--- src/enc_trig_pkg.sv ---
// constants shared by the encoder trigger generator files
`default_nettype none
package enc_trig_pkg;
  // register byte offsets
  localparam logic [7:0] ADDR_CTRL    = 8'h00;
  localparam logic [7:0] ADDR_DIVISOR = 8'h04;
  localparam logic [7:0] ADDR_SKIP    = 8'h08;
  localparam logic [7:0] ADDR_FILTER  = 8'h0C;
  localparam logic [7:0] ADDR_PULSE   = 8'h10;
  localparam logic [7:0] ADDR_LIMIT   = 8'h14;
  localparam logic [7:0] ADDR_SELECT  = 8'h18;
  localparam logic [7:0] ADDR_TALLY   = 8'h1C;
  localparam logic [7:0] ADDR_STATUS  = 8'h20;
  // control and select field positions
  localparam int CTRL_METHOD_BIT  = 0;
  localparam int CTRL_COND_LSB    = 4;
  localparam int CTRL_ORIENT_BIT  = 8;
  localparam int CTRL_CAPTURE_BIT = 12;
  localparam int CTRL_AVG_LSB     = 16;
  localparam int SEL_B_LSB        = 8;
  // values after reset
  localparam logic [31:0] RST_DIVISOR   = 32'h0001_0000;
  localparam logic [15:0] RST_SKIP      = 16'h0000;
  localparam logic [2:0]  RST_COND      = 3'h5;
  localparam logic        RST_METHOD    = 1'h0;
  localparam logic [2:0]  RST_AVG       = 3'h0;
  localparam logic [3:0]  RST_FILTER    = 4'h0;
  localparam logic [7:0]  RST_PULSE     = 8'h01;
  localparam logic [5:0]  RST_LIMIT     = 6'h00;
  localparam logic [5:0]  RST_SELECT    = 6'h00;
  // mode and source codes
  localparam logic        METHOD_RATIO  = 1'h0;
  localparam logic        METHOD_SKIP   = 1'h1;
  localparam logic [2:0]  COND_FORWARD  = 3'h1;
  localparam logic [2:0]  COND_REVERSE  = 3'h2;
  localparam logic [2:0]  COND_MOTION   = 3'h5;
  localparam logic [2:0]  AVG_MAX_CODE  = 3'h5;
  localparam logic [5:0]  LINE_TTL_IN1  = 6'h17;
  localparam logic [5:0]  LINE_OPT_IN1  = 6'h18;
  localparam logic [5:0]  LINE_TTL_IN4  = 6'h21;
  localparam logic [5:0]  SRC_TRIGGER   = 6'h28;
  localparam logic [5:0]  SRC_DIRECTION = 6'h29;
  // timing
  localparam int CLK_PERIOD_NS  = 100;
  localparam int FILTER_STEP_NS = 10;
  localparam int PULSE_STEP_NS  = 10;
  localparam int CLK_HZ         = 10_000_000;
  localparam logic [63:0] RATIO_STEP = 64'h0000_0000_0001_0000;
endpackage
`default_nettype wire

--- src/enc_phase_if.sv ---
// carrier between the trigger core and the phase glitch filter
`timescale 1ns/1ps
`default_nettype none
interface enc_phase_if;
  logic [1:0] raw;
  logic [1:0] clean;
  logic [3:0] hold_cycles;
  modport filt (input raw, input hold_cycles, output clean);
  modport core (output raw, output hold_cycles, input clean);
endinterface
`default_nettype wire

--- src/encoder_trigger_generator.sv ---
// encoder pulse to line trigger generator with apb registers
// Function
// - ratio method: 65536/divisor triggers per increment
// - edge-skip method skips set edge count between triggers
// - output condition codes 1, 2, 5
// - forward mode suppresses images until tally zero
// - reverse mode suppresses images until tally zero
// - motion mode outputs an image with every trigger
// - tally up opposite, down selected direction
// - tally kept in position modes after start
// - input glitch filter 0..150 ns
// - trigger pulse length 10..2550 ns
// - averaging depth codes 0..5
// - fractional ratio uses averaged input period
// - max output period limit 0..60 s
// - limit ignored for whole-multiple divisors
// - method code 0 ratio, 1 edge-skip
// - phase selectors pick input lines
// - trigger and direction exported as sources
`timescale 1ns/1ps
`default_nettype none
module encoder_trigger_generator #(
  parameter int PERIOD_W         = 24,
  parameter int CYCLES_PER_SECOND = enc_trig_pkg::CLK_HZ
) (
  // clock and reset
  input  wire logic        pclk,
  input  wire logic        presetn,
  // apb slave
  input  wire logic        psel,
  input  wire logic        penable,
  input  wire logic        pwrite,
  input  wire logic [7:0]  paddr,
  input  wire logic [31:0] pwdata,
  output var  logic        pready,
  output var  logic [31:0] prdata,
  output var  logic        pslverr,
  // input lines
  input  wire logic        line_ttl_in1,
  input  wire logic        line_opt_in1,
  input  wire logic        line_ttl_in4,
  // internal sources for logic blocks
  output var  logic        encoder_trigger,
  output var  logic        encoder_direction,
  output var  logic        image_trigger
);
  ////////////////////////////////////////////////////////////////////////////
  // configuration registers
  logic              trigger_method_select;
  logic [2:0]        image_output_condition;
  logic              travel_orientation;
  logic [2:0]        period_averaging_depth;
  logic [31:0]       trigger_ratio_divisor;
  logic [15:0]       skipped_edge_count;
  logic [3:0]        input_glitch_filter;
  logic [7:0]        trigger_pulse_length;
  logic [5:0]        max_output_period_limit;
  logic [5:0]        phase_a_input_select;
  logic [5:0]        phase_b_input_select;
  logic [31:0]       reverse_travel_tally;
  logic              armed;

  // apb decode
  wire        setup_done = psel && penable && !pready;
  wire        acc_done   = psel && penable && pready;
  wire        wr         = acc_done && pwrite;
  wire        hit_ctrl   = paddr == enc_trig_pkg::ADDR_CTRL;
  wire        hit_div    = paddr == enc_trig_pkg::ADDR_DIVISOR;
  wire        hit_skip   = paddr == enc_trig_pkg::ADDR_SKIP;
  wire        hit_filt   = paddr == enc_trig_pkg::ADDR_FILTER;
  wire        hit_pulse  = paddr == enc_trig_pkg::ADDR_PULSE;
  wire        hit_limit  = paddr == enc_trig_pkg::ADDR_LIMIT;
  wire        hit_sel    = paddr == enc_trig_pkg::ADDR_SELECT;
  wire        hit_tally  = paddr == enc_trig_pkg::ADDR_TALLY;
  wire        hit_stat   = paddr == enc_trig_pkg::ADDR_STATUS;
  wire        mapped     = hit_ctrl | hit_div | hit_skip | hit_filt | hit_pulse
                         | hit_limit | hit_sel | hit_tally | hit_stat;
  wire        capture_begin_command = wr && hit_ctrl
                                      && pwdata[enc_trig_pkg::CTRL_CAPTURE_BIT];
  wire [2:0]  wr_cond    = pwdata[enc_trig_pkg::CTRL_COND_LSB +: 3];
  wire        cond_legal = wr_cond == enc_trig_pkg::COND_FORWARD
                         || wr_cond == enc_trig_pkg::COND_REVERSE
                         || wr_cond == enc_trig_pkg::COND_MOTION;
  wire [2:0]  wr_avg     = pwdata[enc_trig_pkg::CTRL_AVG_LSB +: 3];
  wire [31:0] ctrl_word  = {13'h0000, period_averaging_depth, 3'h0, armed,
                            3'h0, travel_orientation, 1'h0, image_output_condition,
                            3'h0, trigger_method_select};
  wire [31:0] stat_word  = {29'h0000_0000, armed, encoder_trigger, encoder_direction};
  wire [31:0] rd_word    = hit_ctrl  ? ctrl_word :
                           hit_div   ? trigger_ratio_divisor :
                           hit_skip  ? {16'h0000, skipped_edge_count} :
                           hit_filt  ? {28'h000_0000, input_glitch_filter} :
                           hit_pulse ? {24'h00_0000, trigger_pulse_length} :
                           hit_limit ? {26'h000_0000, max_output_period_limit} :
                           hit_sel   ? {18'h0_0000, phase_b_input_select,
                                        2'h0, phase_a_input_select} :
                           hit_tally ? reverse_travel_tally :
                           hit_stat  ? stat_word : 32'h0000_0000;

  // bus answer one cycle into the access phase
  always_ff @(posedge pclk or negedge presetn) begin
    if (!presetn) begin
      pready  <= 1'b0;
      prdata  <= 32'h0000_0000;
      pslverr <= 1'b0;
    end else begin
      pready  <= setup_done;
      prdata  <= setup_done && !pwrite ? rd_word : 32'h0000_0000;
      pslverr <= setup_done && !mapped;
    end
  end

  localparam int SEL_B_HI = enc_trig_pkg::SEL_B_LSB + 5;
  // software-written settings; out-of-range values are refused
  always_ff @(posedge pclk or negedge presetn) begin
    if (!presetn) begin
      trigger_method_select   <= enc_trig_pkg::RST_METHOD;
      image_output_condition  <= enc_trig_pkg::RST_COND;
      travel_orientation      <= 1'b0;
      period_averaging_depth  <= enc_trig_pkg::RST_AVG;
      trigger_ratio_divisor   <= enc_trig_pkg::RST_DIVISOR;
      skipped_edge_count      <= enc_trig_pkg::RST_SKIP;
      input_glitch_filter     <= enc_trig_pkg::RST_FILTER;
      trigger_pulse_length    <= enc_trig_pkg::RST_PULSE;
      max_output_period_limit <= enc_trig_pkg::RST_LIMIT;
      phase_a_input_select    <= enc_trig_pkg::RST_SELECT;
      phase_b_input_select    <= enc_trig_pkg::RST_SELECT;
    end else if (wr) begin
      if (hit_ctrl) begin
        trigger_method_select <= pwdata[enc_trig_pkg::CTRL_METHOD_BIT];
        travel_orientation    <= pwdata[enc_trig_pkg::CTRL_ORIENT_BIT];
        if (cond_legal) begin
          image_output_condition <= wr_cond;
        end
        if (wr_avg <= enc_trig_pkg::AVG_MAX_CODE) begin
          period_averaging_depth <= wr_avg;
        end
      end
      if (hit_div && pwdata != 32'h0000_0000) begin
        trigger_ratio_divisor <= pwdata;
      end
      if (hit_skip) begin
        skipped_edge_count <= pwdata[15:0];
      end
      if (hit_filt && pwdata[3:0] <= 4'hF) begin
        input_glitch_filter <= pwdata[3:0];
      end
      if (hit_pulse && pwdata[7:0] != 8'h00) begin
        trigger_pulse_length <= pwdata[7:0];
      end
      if (hit_limit && pwdata[5:0] <= 6'd60) begin
        max_output_period_limit <= pwdata[5:0];
      end
      if (hit_sel) begin
        phase_a_input_select <= pwdata[5:0];
        phase_b_input_select <= pwdata[SEL_B_HI:enc_trig_pkg::SEL_B_LSB];
      end
    end
  end

  ////////////////////////////////////////////////////////////////////////////
  // line synchronisers and phase selection
  logic [2:0] line_meta;
  logic [2:0] line_sync;

  // two flops per pin before anything looks at it
  always_ff @(posedge pclk or negedge presetn) begin
    if (!presetn) begin
      line_meta <= 3'h0;
      line_sync <= 3'h0;
    end else begin
      line_meta <= {line_ttl_in4, line_opt_in1, line_ttl_in1};
      line_sync <= line_meta;
    end
  end

  // code to line mapping; code 0 and unknown codes read low
  function automatic logic pick_line(input logic [5:0] sel, input logic [2:0] lines);
    logic v;
    v = 1'b0;
    case (sel)
      enc_trig_pkg::LINE_TTL_IN1: v = lines[0];
      enc_trig_pkg::LINE_OPT_IN1: v = lines[1];
      enc_trig_pkg::LINE_TTL_IN4: v = lines[2];
      default:                    v = 1'b0;
    endcase
    return v;
  endfunction

  localparam int FILT_NUM = enc_trig_pkg::FILTER_STEP_NS;
  localparam int CLK_NS   = enc_trig_pkg::CLK_PERIOD_NS;
  localparam int PULSE_NS = enc_trig_pkg::PULSE_STEP_NS;
  wire [31:0] filt_cycles_w = (32'(input_glitch_filter) * FILT_NUM + CLK_NS - 1) / CLK_NS;
  wire [31:0] pulse_cycles_w = (32'(trigger_pulse_length) * PULSE_NS + CLK_NS - 1) / CLK_NS;

  enc_phase_if ph ();
  assign ph.raw = {pick_line(phase_b_input_select, line_sync),
                   pick_line(phase_a_input_select, line_sync)};
  assign ph.hold_cycles = filt_cycles_w[3:0];

  phase_glitch_filter u_filter (
    .pclk    (pclk),
    .presetn (presetn),
    .ph      (ph)
  );

  ////////////////////////////////////////////////////////////////////////////
  // quadrature decode
  logic a_q;
  logic b_q;
  wire  a_now    = ph.clean[0];
  wire  b_now    = ph.clean[1];
  wire  a_moved  = a_now != a_q;
  wire  b_moved  = b_now != b_q;
  wire  step     = a_moved ^ b_moved;  // both at once is an illegal jump
  wire  dir_pos  = (a_q ^ b_now) ^ travel_orientation;

  always_ff @(posedge pclk or negedge presetn) begin
    if (!presetn) begin
      a_q <= 1'b0;
      b_q <= 1'b0;
    end else begin
      a_q <= a_now;
      b_q <= b_now;
    end
  end

  ////////////////////////////////////////////////////////////////////////////
  // input period measurement and averaging
  logic [PERIOD_W-1:0]   period_run;
  logic [PERIOD_W-1:0]   hist [32];
  logic [4:0]            hist_wp;
  logic [PERIOD_W+4:0]   hist_sum;
  logic [2:0]            avg_seen;
  logic [1:0]            steps_seen;
  wire  [4:0]            depth    = 5'(6'h01 << period_averaging_depth) ;
  wire  [4:0]            old_idx  = hist_wp - depth;
  wire  [PERIOD_W+4:0]   next_sum = hist_sum + (PERIOD_W+5)'(period_run)
                                  - (PERIOD_W+5)'(hist[old_idx]);
  wire  [PERIOD_W+4:0]   avg_full = hist_sum >> period_averaging_depth;
  wire  [PERIOD_W-1:0]   period_avg = avg_full[PERIOD_W-1:0];
  wire                   run_max  = &period_run;

  // windowed sum of the last 2^code input intervals
  always_ff @(posedge pclk or negedge presetn) begin
    if (!presetn) begin
      period_run <= '0;
      hist_wp    <= 5'h00;
      hist_sum   <= '0;
      avg_seen   <= enc_trig_pkg::RST_AVG;
      steps_seen <= 2'h0;
      for (int k = 0; k < 32; k++) hist[k] <= '0;
    end else if (avg_seen != period_averaging_depth) begin
      avg_seen <= period_averaging_depth;
      hist_sum <= '0;
      hist_wp  <= 5'h00;
      for (int k = 0; k < 32; k++) hist[k] <= '0;
    end else if (step) begin
      hist[hist_wp] <= period_run;
      hist_wp       <= hist_wp + 5'h01;
      hist_sum      <= next_sum;
      period_run    <= {{(PERIOD_W-1){1'b0}}, 1'b1};
      steps_seen    <= steps_seen == 2'h2 ? 2'h2 : steps_seen + 2'h1;
    end else if (!run_max) begin
      period_run <= period_run + {{(PERIOD_W-1){1'b0}}, 1'b1};
    end
  end

  ////////////////////////////////////////////////////////////////////////////
  // trigger generation
  logic [31:0] edge_cnt;
  logic [63:0] ratio_acc;
  logic [31:0] since_fire;
  wire         whole    = trigger_ratio_divisor[15:0] == 16'h0000;
  wire  [31:0] whole_n  = {16'h0000, trigger_ratio_divisor[31:16]};
  wire         frac     = trigger_method_select == enc_trig_pkg::METHOD_RATIO && !whole;
  wire  [63:0] target   = 64'(period_avg) * 64'(trigger_ratio_divisor);
  wire  [63:0] acc_next = ratio_acc + enc_trig_pkg::RATIO_STEP;
  wire  [31:0] limit_cyc = 32'(max_output_period_limit) * 32'(CYCLES_PER_SECOND);
  wire         limit_hit = max_output_period_limit != 6'h00 && since_fire >= limit_cyc;
  wire         frac_go  = frac && steps_seen == 2'h2;
  wire         frac_fire = frac_go && (acc_next >= target || limit_hit);
  wire         skip_fire = trigger_method_select == enc_trig_pkg::METHOD_SKIP
                         && step && edge_cnt >= 32'(skipped_edge_count);
  wire         whole_fire = trigger_method_select == enc_trig_pkg::METHOD_RATIO
                          && whole && step && edge_cnt + 32'h0000_0001 >= whole_n;
  wire         fire     = skip_fire | whole_fire | frac_fire;

  // edge counting for the edge-driven methods, accumulator for the fractional one
  always_ff @(posedge pclk or negedge presetn) begin
    if (!presetn) begin
      edge_cnt   <= 32'h0000_0000;
      ratio_acc  <= 64'h0000_0000_0000_0000;
      since_fire <= 32'h0000_0000;
    end else begin
      if (skip_fire || whole_fire || frac) begin
        edge_cnt <= 32'h0000_0000;
      end else if (step) begin
        edge_cnt <= edge_cnt + 32'h0000_0001;
      end
      if (!frac_go) begin
        ratio_acc <= 64'h0000_0000_0000_0000;
      end else if (limit_hit) begin
        ratio_acc <= 64'h0000_0000_0000_0000;
      end else if (acc_next >= target) begin
        ratio_acc <= acc_next - target;
      end else begin
        ratio_acc <= acc_next;
      end
      // whole multiples follow edges, so the limit never sees them
      if (!frac || frac_fire) begin
        since_fire <= 32'h0000_0000;
      end else if (since_fire != 32'hFFFF_FFFF) begin
        since_fire <= since_fire + 32'h0000_0001;
      end
    end
  end

  ////////////////////////////////////////////////////////////////////////////
  // direction gating and reverse-travel tally
  logic        last_sel;
  wire         cond_fwd   = image_output_condition == enc_trig_pkg::COND_FORWARD;
  wire         cond_rev   = image_output_condition == enc_trig_pkg::COND_REVERSE;
  wire         position_md = cond_fwd || cond_rev;
  wire         moving_sel = cond_rev ? !dir_pos : dir_pos;
  wire         tally_zero = reverse_travel_tally == 32'h0000_0000;
  wire         tally_max  = &reverse_travel_tally;
  wire         gate_ok    = !position_md
                          || (tally_zero && (step ? moving_sel : last_sel));

  // tally counts back travel from the capture-begin command on
  always_ff @(posedge pclk or negedge presetn) begin
    if (!presetn) begin
      reverse_travel_tally <= 32'h0000_0000;
      armed                <= 1'b0;
      last_sel             <= 1'b0;
    end else if (capture_begin_command) begin
      reverse_travel_tally <= 32'h0000_0000;
      armed                <= 1'b1;
    end else if (step) begin
      last_sel <= moving_sel;
      if (armed && position_md) begin
        if (moving_sel && !tally_zero) begin
          reverse_travel_tally <= reverse_travel_tally - 32'h0000_0001;
        end else if (!moving_sel && !tally_max) begin
          reverse_travel_tally <= reverse_travel_tally + 32'h0000_0001;
        end
      end
    end
  end

  ////////////////////////////////////////////////////////////////////////////
  // strobe stretching and exported sources
  logic [7:0] pulse_left;
  wire  [7:0] pulse_cyc = pulse_cycles_w[7:0];

  // each trigger is held for the programmed length, a new one restarts it
  always_ff @(posedge pclk or negedge presetn) begin
    if (!presetn) begin
      pulse_left        <= 8'h00;
      encoder_trigger   <= 1'b0;
      image_trigger     <= 1'b0;
      encoder_direction <= 1'b0;
    end else begin
      if (step) begin
        encoder_direction <= dir_pos;
      end
      if (fire) begin
        pulse_left      <= pulse_cyc - 8'h01;
        encoder_trigger <= 1'b1;
        image_trigger   <= gate_ok;
      end else if (pulse_left != 8'h00) begin
        pulse_left <= pulse_left - 8'h01;
      end else begin
        encoder_trigger <= 1'b0;
        image_trigger   <= 1'b0;
      end
    end
  end
endmodule
`default_nettype wire

--- src/phase_glitch_filter.sv ---
// low-pass filter for the two encoder phases
`timescale 1ns/1ps
`default_nettype none
module phase_glitch_filter (
  // clock and reset
  input  wire logic   pclk,
  input  wire logic   presetn,
  // phase signals
  enc_phase_if.filt   ph
);
  genvar i;
  generate
    for (i = 0; i < 2; i++) begin : g_phase
      logic [3:0] cnt;
      logic       level;
      wire        differs = ph.raw[i] != level;
      wire        settled = cnt >= ph.hold_cycles;
      assign ph.clean[i] = level;
      // a new level is taken only after it has stayed put long enough
      always_ff @(posedge pclk or negedge presetn) begin
        if (!presetn) begin
          cnt   <= 4'h0;
          level <= 1'b0;
        end else if (!differs) begin
          cnt <= 4'h0;
        end else if (settled) begin
          cnt   <= 4'h0;
          level <= ph.raw[i];
        end else begin
          cnt <= cnt + 4'h1;
        end
      end
    end
  endgenerate
endmodule
`default_nettype wire

--- config.mk ---
export PLATFORM = sky130hd
export DESIGN_NAME = encoder_trigger_generator
export DESIGN_NICKNAME = d
export VERILOG_FILES = /design/src/enc_trig_pkg.sv /design/src/enc_phase_if.sv /design/src/encoder_trigger_generator.sv /design/src/phase_glitch_filter.sv
export SDC_FILE = /design/constraint.sdc
export NUM_CORES = 2
export LEC_CHECK = 0
export ABC_AREA = 0
export ABC_CLOCK_PERIOD_IN_PS = 20200
export BUFFER_PORTS_ARGS = -buffer_cell sky130_fd_sc_hd__buf_2
export CORE_AREA = 10 10 500 502
export CTS_CLUSTER_SIZE = 14
export DETAILED_ROUTE_END_ITERATION = 8
export DIE_AREA = 0 0 510 512
export HOLD_SLACK_MARGIN = 0.05
export PLACE_DENSITY = 0.56
export SYNTH_ARGS = -nofsm -noshare
export SYNTH_HDL_FRONTEND = slang
export SYNTH_SLANG_ARGS = --single-unit
--- constraint.sdc ---
create_clock -name pclk -period 20.2 [get_ports pclk]
set_clock_uncertainty 0.15 [all_clocks]
set_input_delay 0 -clock pclk [delete_from_list [all_inputs] [get_ports pclk]]
set_output_delay 0 -clock pclk [all_outputs]
set_load 0.03 [all_outputs]
==> key figures <==
Global route
  • Largest net degree at the start of global routing: 193
  • M1 GR Usage: 27.7%
  • All-Layer GR Usage: 19.8%
  • Grt peak-use layer: met2
  • Vias in the first global route: 66406
  • Met3 Usage GRT: 3.18%
  • First-pass GRT wire length: 409 mm
  • Total gr overflow: 0
  • Met2 usage: 30.9%
  • Initial antenna violation count: 5

Setup path
  • Most frequent CP cell: inv_1
  • CP max FO: 90
  • CP delay by family, top: compound AO/OA/AOI/OAI gates
  • Critical path required time: 20710 ps
  • Bufs and invs on worst path: 10
  • CP endpoint kind: flop
  • CP peak stage delay: 920 ps
  • Slowest-stage cell, CP: dfrtp_2
  • CP Data Arrival Time: 15450 ps
  • Crit path kind: reg2reg
  • Startpoint class of the critical path: flop

Clock network
  • CTS Buffer Depth: 3
  • H-tree depth: 4
  • Post-CTS Setup Repair Bufs: 0
  • CTS tree: yes
  • Sink Count: 1142
  • Post-CTS sizing: 0
  • CTS Root Cell: clkbuf_16
  • Num CTS Buffers: 132
  • Worst-Skew Late Latency: 810 ps
  • Reg clk slew, reported paths: 60 ps

Placed design
  • Hpwl dp: 178 mm
  • Routability cong.: 0.885
  • PortBufs: 84

Timing
  • Hold violation count in the final report: 0
  • TNS Setup: 0 ps
  • FMAX: 0.0670 GHz
  • Slew HR: 22.6%
  • Final setup fails: 0
  • RSZ-0062 raised after global routing: false
  • Worst Tran Pin Value: 1160 ps
  • Min cycle time layout: 14930 ps
  • Final worst-path cycle share: 73.9%
  • Hold_ws: 130 ps
  • Max-slew violation count: 0

Final layout
  • Most frequent cells in the layout: 1134 x dfrtp_1, 930 x inv_1, 830 x nand2_1, 772 x a22o_1, 696 x fa_1
  • Commonest non-fill, non-tap cell in the layout: dfrtp_1
  • Share of cells above drive strength 1: 11.7%
  • Post-layout net count: 9376
  • Area growth syn-to-layout: 11.8%

Yosys
  • Post-synth EDFFs: 0
  • Fraction of registers with async set or reset after synthesis: 100%
  • YS warnings: 0
  • Cells after Synth: 8234
  • Syn Std Cell Area: 0.0858 mm^2
  • Synthesis-stage register bit count: 1142
  • Cell variety after synth: 98
  • Predominant post-synthesis flop cell: dfrtp_1
  • Syn Area/Cell: 10.4 um^2
  • Register area share after synthesis: 33.3%
  • Syn_nets: 9422

Die
  • Die H: 512 um
  • Initial cell density of the core: 35.8%
  • Area of the core: 0.240 mm^2
  • Full die area: 0.261 mm^2
  • Std-Cell Rows: 180
  • I/O Pins: 85
  • Die Wd: 510 um

Detailed routing
  • Initial drt markers: 5635
  • Post-route DRC: 0
  • Final ANT Viol Nets: 0
  • DR pass1 iterations: 8
  • Vias/cell: 5.59
  • Drt total wl: 260 mm
  • DR WL/cell: 22.7 um
  • Via count: 64143

Power and ir drop
  • Gate power share: 22.6%
  • Tot Pwr: 6.40 mW
  • Leak Pwr: 45.5 nW
  • P_int: 4.32 mW
  • Switch share: 32.5%
  • Maximum vdd drop: 0.0000787 V
  • Clock power frac: 40.3%
  • Cell Pwr Density: 66.7 mW/mm^2
  • Sequential share of power: 37.1%
  • Psw: 2.08 mW

Status
  • Status: finished, final reports clean

Flow run
  • Number of max-cap violations: 0

Worst hold path
  • HP Class: in2reg
-- power by group through the flow --
| stage | Clock (mW) | Combinational, mW | Sequential (mW) |
|---|---|---|---|
| 2_1_floorplan | 0 | 0.993 | 2.40 |
| 3_5_place_dp | 0 | 1.42 | 2.41 |
| 5_1_grt | 2.73 | 1.60 | 2.38 |
| 6_report | 2.58 | 1.45 | 2.37 |
| 3_3_place_gp | 0 | 1.41 | 2.41 |
| 4_1_cts | 2.63 | 1.45 | 2.37 |
-- worst paths after layout --
| check | slack [ps] | cells past startpoint | endpoint | start |
|---|---|---|---|---|
| max in group asynchronous | 16440 | 7 | ratio_acc[44]$_DFF_PN0_ | presetn |
| min in group asynchronous | 320 | 4 | hist[482]$_DFFE_PN0P_ | presetn |
| max | 5270 | 47 | pulse_left[6]$_DFFE_PN0P_ | period_averaging_depth[0]$_DFFE_PN0P_ |
| max reg2reg | 5270 | 47 | pulse_left[6]$_DFFE_PN0P_ | period_averaging_depth[0]$_DFFE_PN0P_ |
| min reg2reg | 200 | 0 | line_sync[2]$_DFF_PN0_ | line_meta[2]$_DFF_PN0_ |
| min | 130 | 6 | image_output_condition[0]$_DFFE_PN1P_ | pwdata[6] |
-- cell usage after synthesis, drive strengths merged, types with 8 or more instances --
cell     count  area share (%)
a2111oi     10            0.13
a211oi      24            0.22
a21boi      12            0.10
a21o        87            0.76
a21oi      336             2.0
a221oi       8           0.082
a222oi      13            0.15
a22o       772             7.9
a22oi       26            0.23
a31oi       35            0.26
a32o        16            0.19
and2       164             1.2
and3        49            0.36
buf         55            0.28
clkbuf     507             2.2
dfrtp     1138              33
fa         697              16
ha         443             6.5
inv        930             4.1
mux2        93             1.2
mux2i       35            0.41
mux4       255             6.7
nand2      831             3.6
nand2b      54            0.39
nand3      111            0.65
nand4       59            0.45
nor2       493             2.2
nor2b       97            0.71
nor3        83            0.49
nor4        40            0.32
o211ai      19            0.17
o21a        27            0.24
o21ai      169            0.99
o21bai      37            0.32
o31ai       14            0.13
or2         21            0.15
or3         33            0.24
xnor2      195             2.0
xor2       128             1.3
-- worst reg2reg max path, delay by kind of cell, from the launching register on --
kind	cells	cell delay, ps
and+or+nand+nor	9	1820
AOI/OAI and AO/OA	16	4850
DFF	1	920
buffers and inverters	10	1680
adders and majority gates	9	4350
xor gates and xnor gates	1	150
muxes	2	940
-- sequential cells by signal, summed over array words and instances, names as in the netlist, 8 cells and up --
register and count:
hist_sum 29, pulse_left 8, u_filter.g_phase.cnt 8, period_run 24, since_fire 32, hist 768
prdata 32, ratio_acc 64, trigger_ratio_divisor 32, reverse_travel_tally 32, edge_cnt 32, skipped_edge_count 16
trigger_pulse_length 8
-- routing by layer --
metal	up-vias	routed length (um)
met1	33273	114000
met4	4	10100
li1	28105	-
met5	-	21
met2	2302	119000
met3	459	17300
-- cells by family after synthesis --
kind of cell / after synthesis / share of synthesized area (%)
fa+ha+maj: 1141 / 22.7
mux: 383 / 8.32
buf+inv: 1492 / 6.57
simple gates: 2068 / 11.1
compound gates: 1685 / 14.7
xor+xnor: 323 / 3.34
flops: 1142 / 33.3
-- timing repair --
item | in CTS | in global routing
endpoints found under the hold margin | 303 | 0
hold buffers | 124 | 0
setup endpoints to repair | 0 | 0
-- metrics by stage --
| stage | area (um^2) | worst slack, ps | instances | utilization, % |
|---|---|---|---|---|
| after detailed placement | 90000 | 5400 | 11115 | 37.5 |
| after floorplan | 85800 | 7350 | 8234 | - |
| after CTS | 95900 | 5300 | 11472 | 40.0 |
| after global routing | 95900 | 4160 | 11473 | 40.0 |
| final | 95900 | 5270 | 11474 | 40.0 |
| after global placement | 90000 | 5550 | 11115 | 37.5 |
-- area by class of cell --
class / count / area, um^2
sequential: 1142 / 28600
fill: 23142 / 144000
antenna: 2 / 5.00
clock inverter: 57 / 985
clock buffer: 176 / 3720
multi-input combinational: 5600 / 52100
tap: 3185 / 3990
timing repair buffer: 382 / 3050
inverter: 930 / 3490
Power figures use the tool's default switching activity.
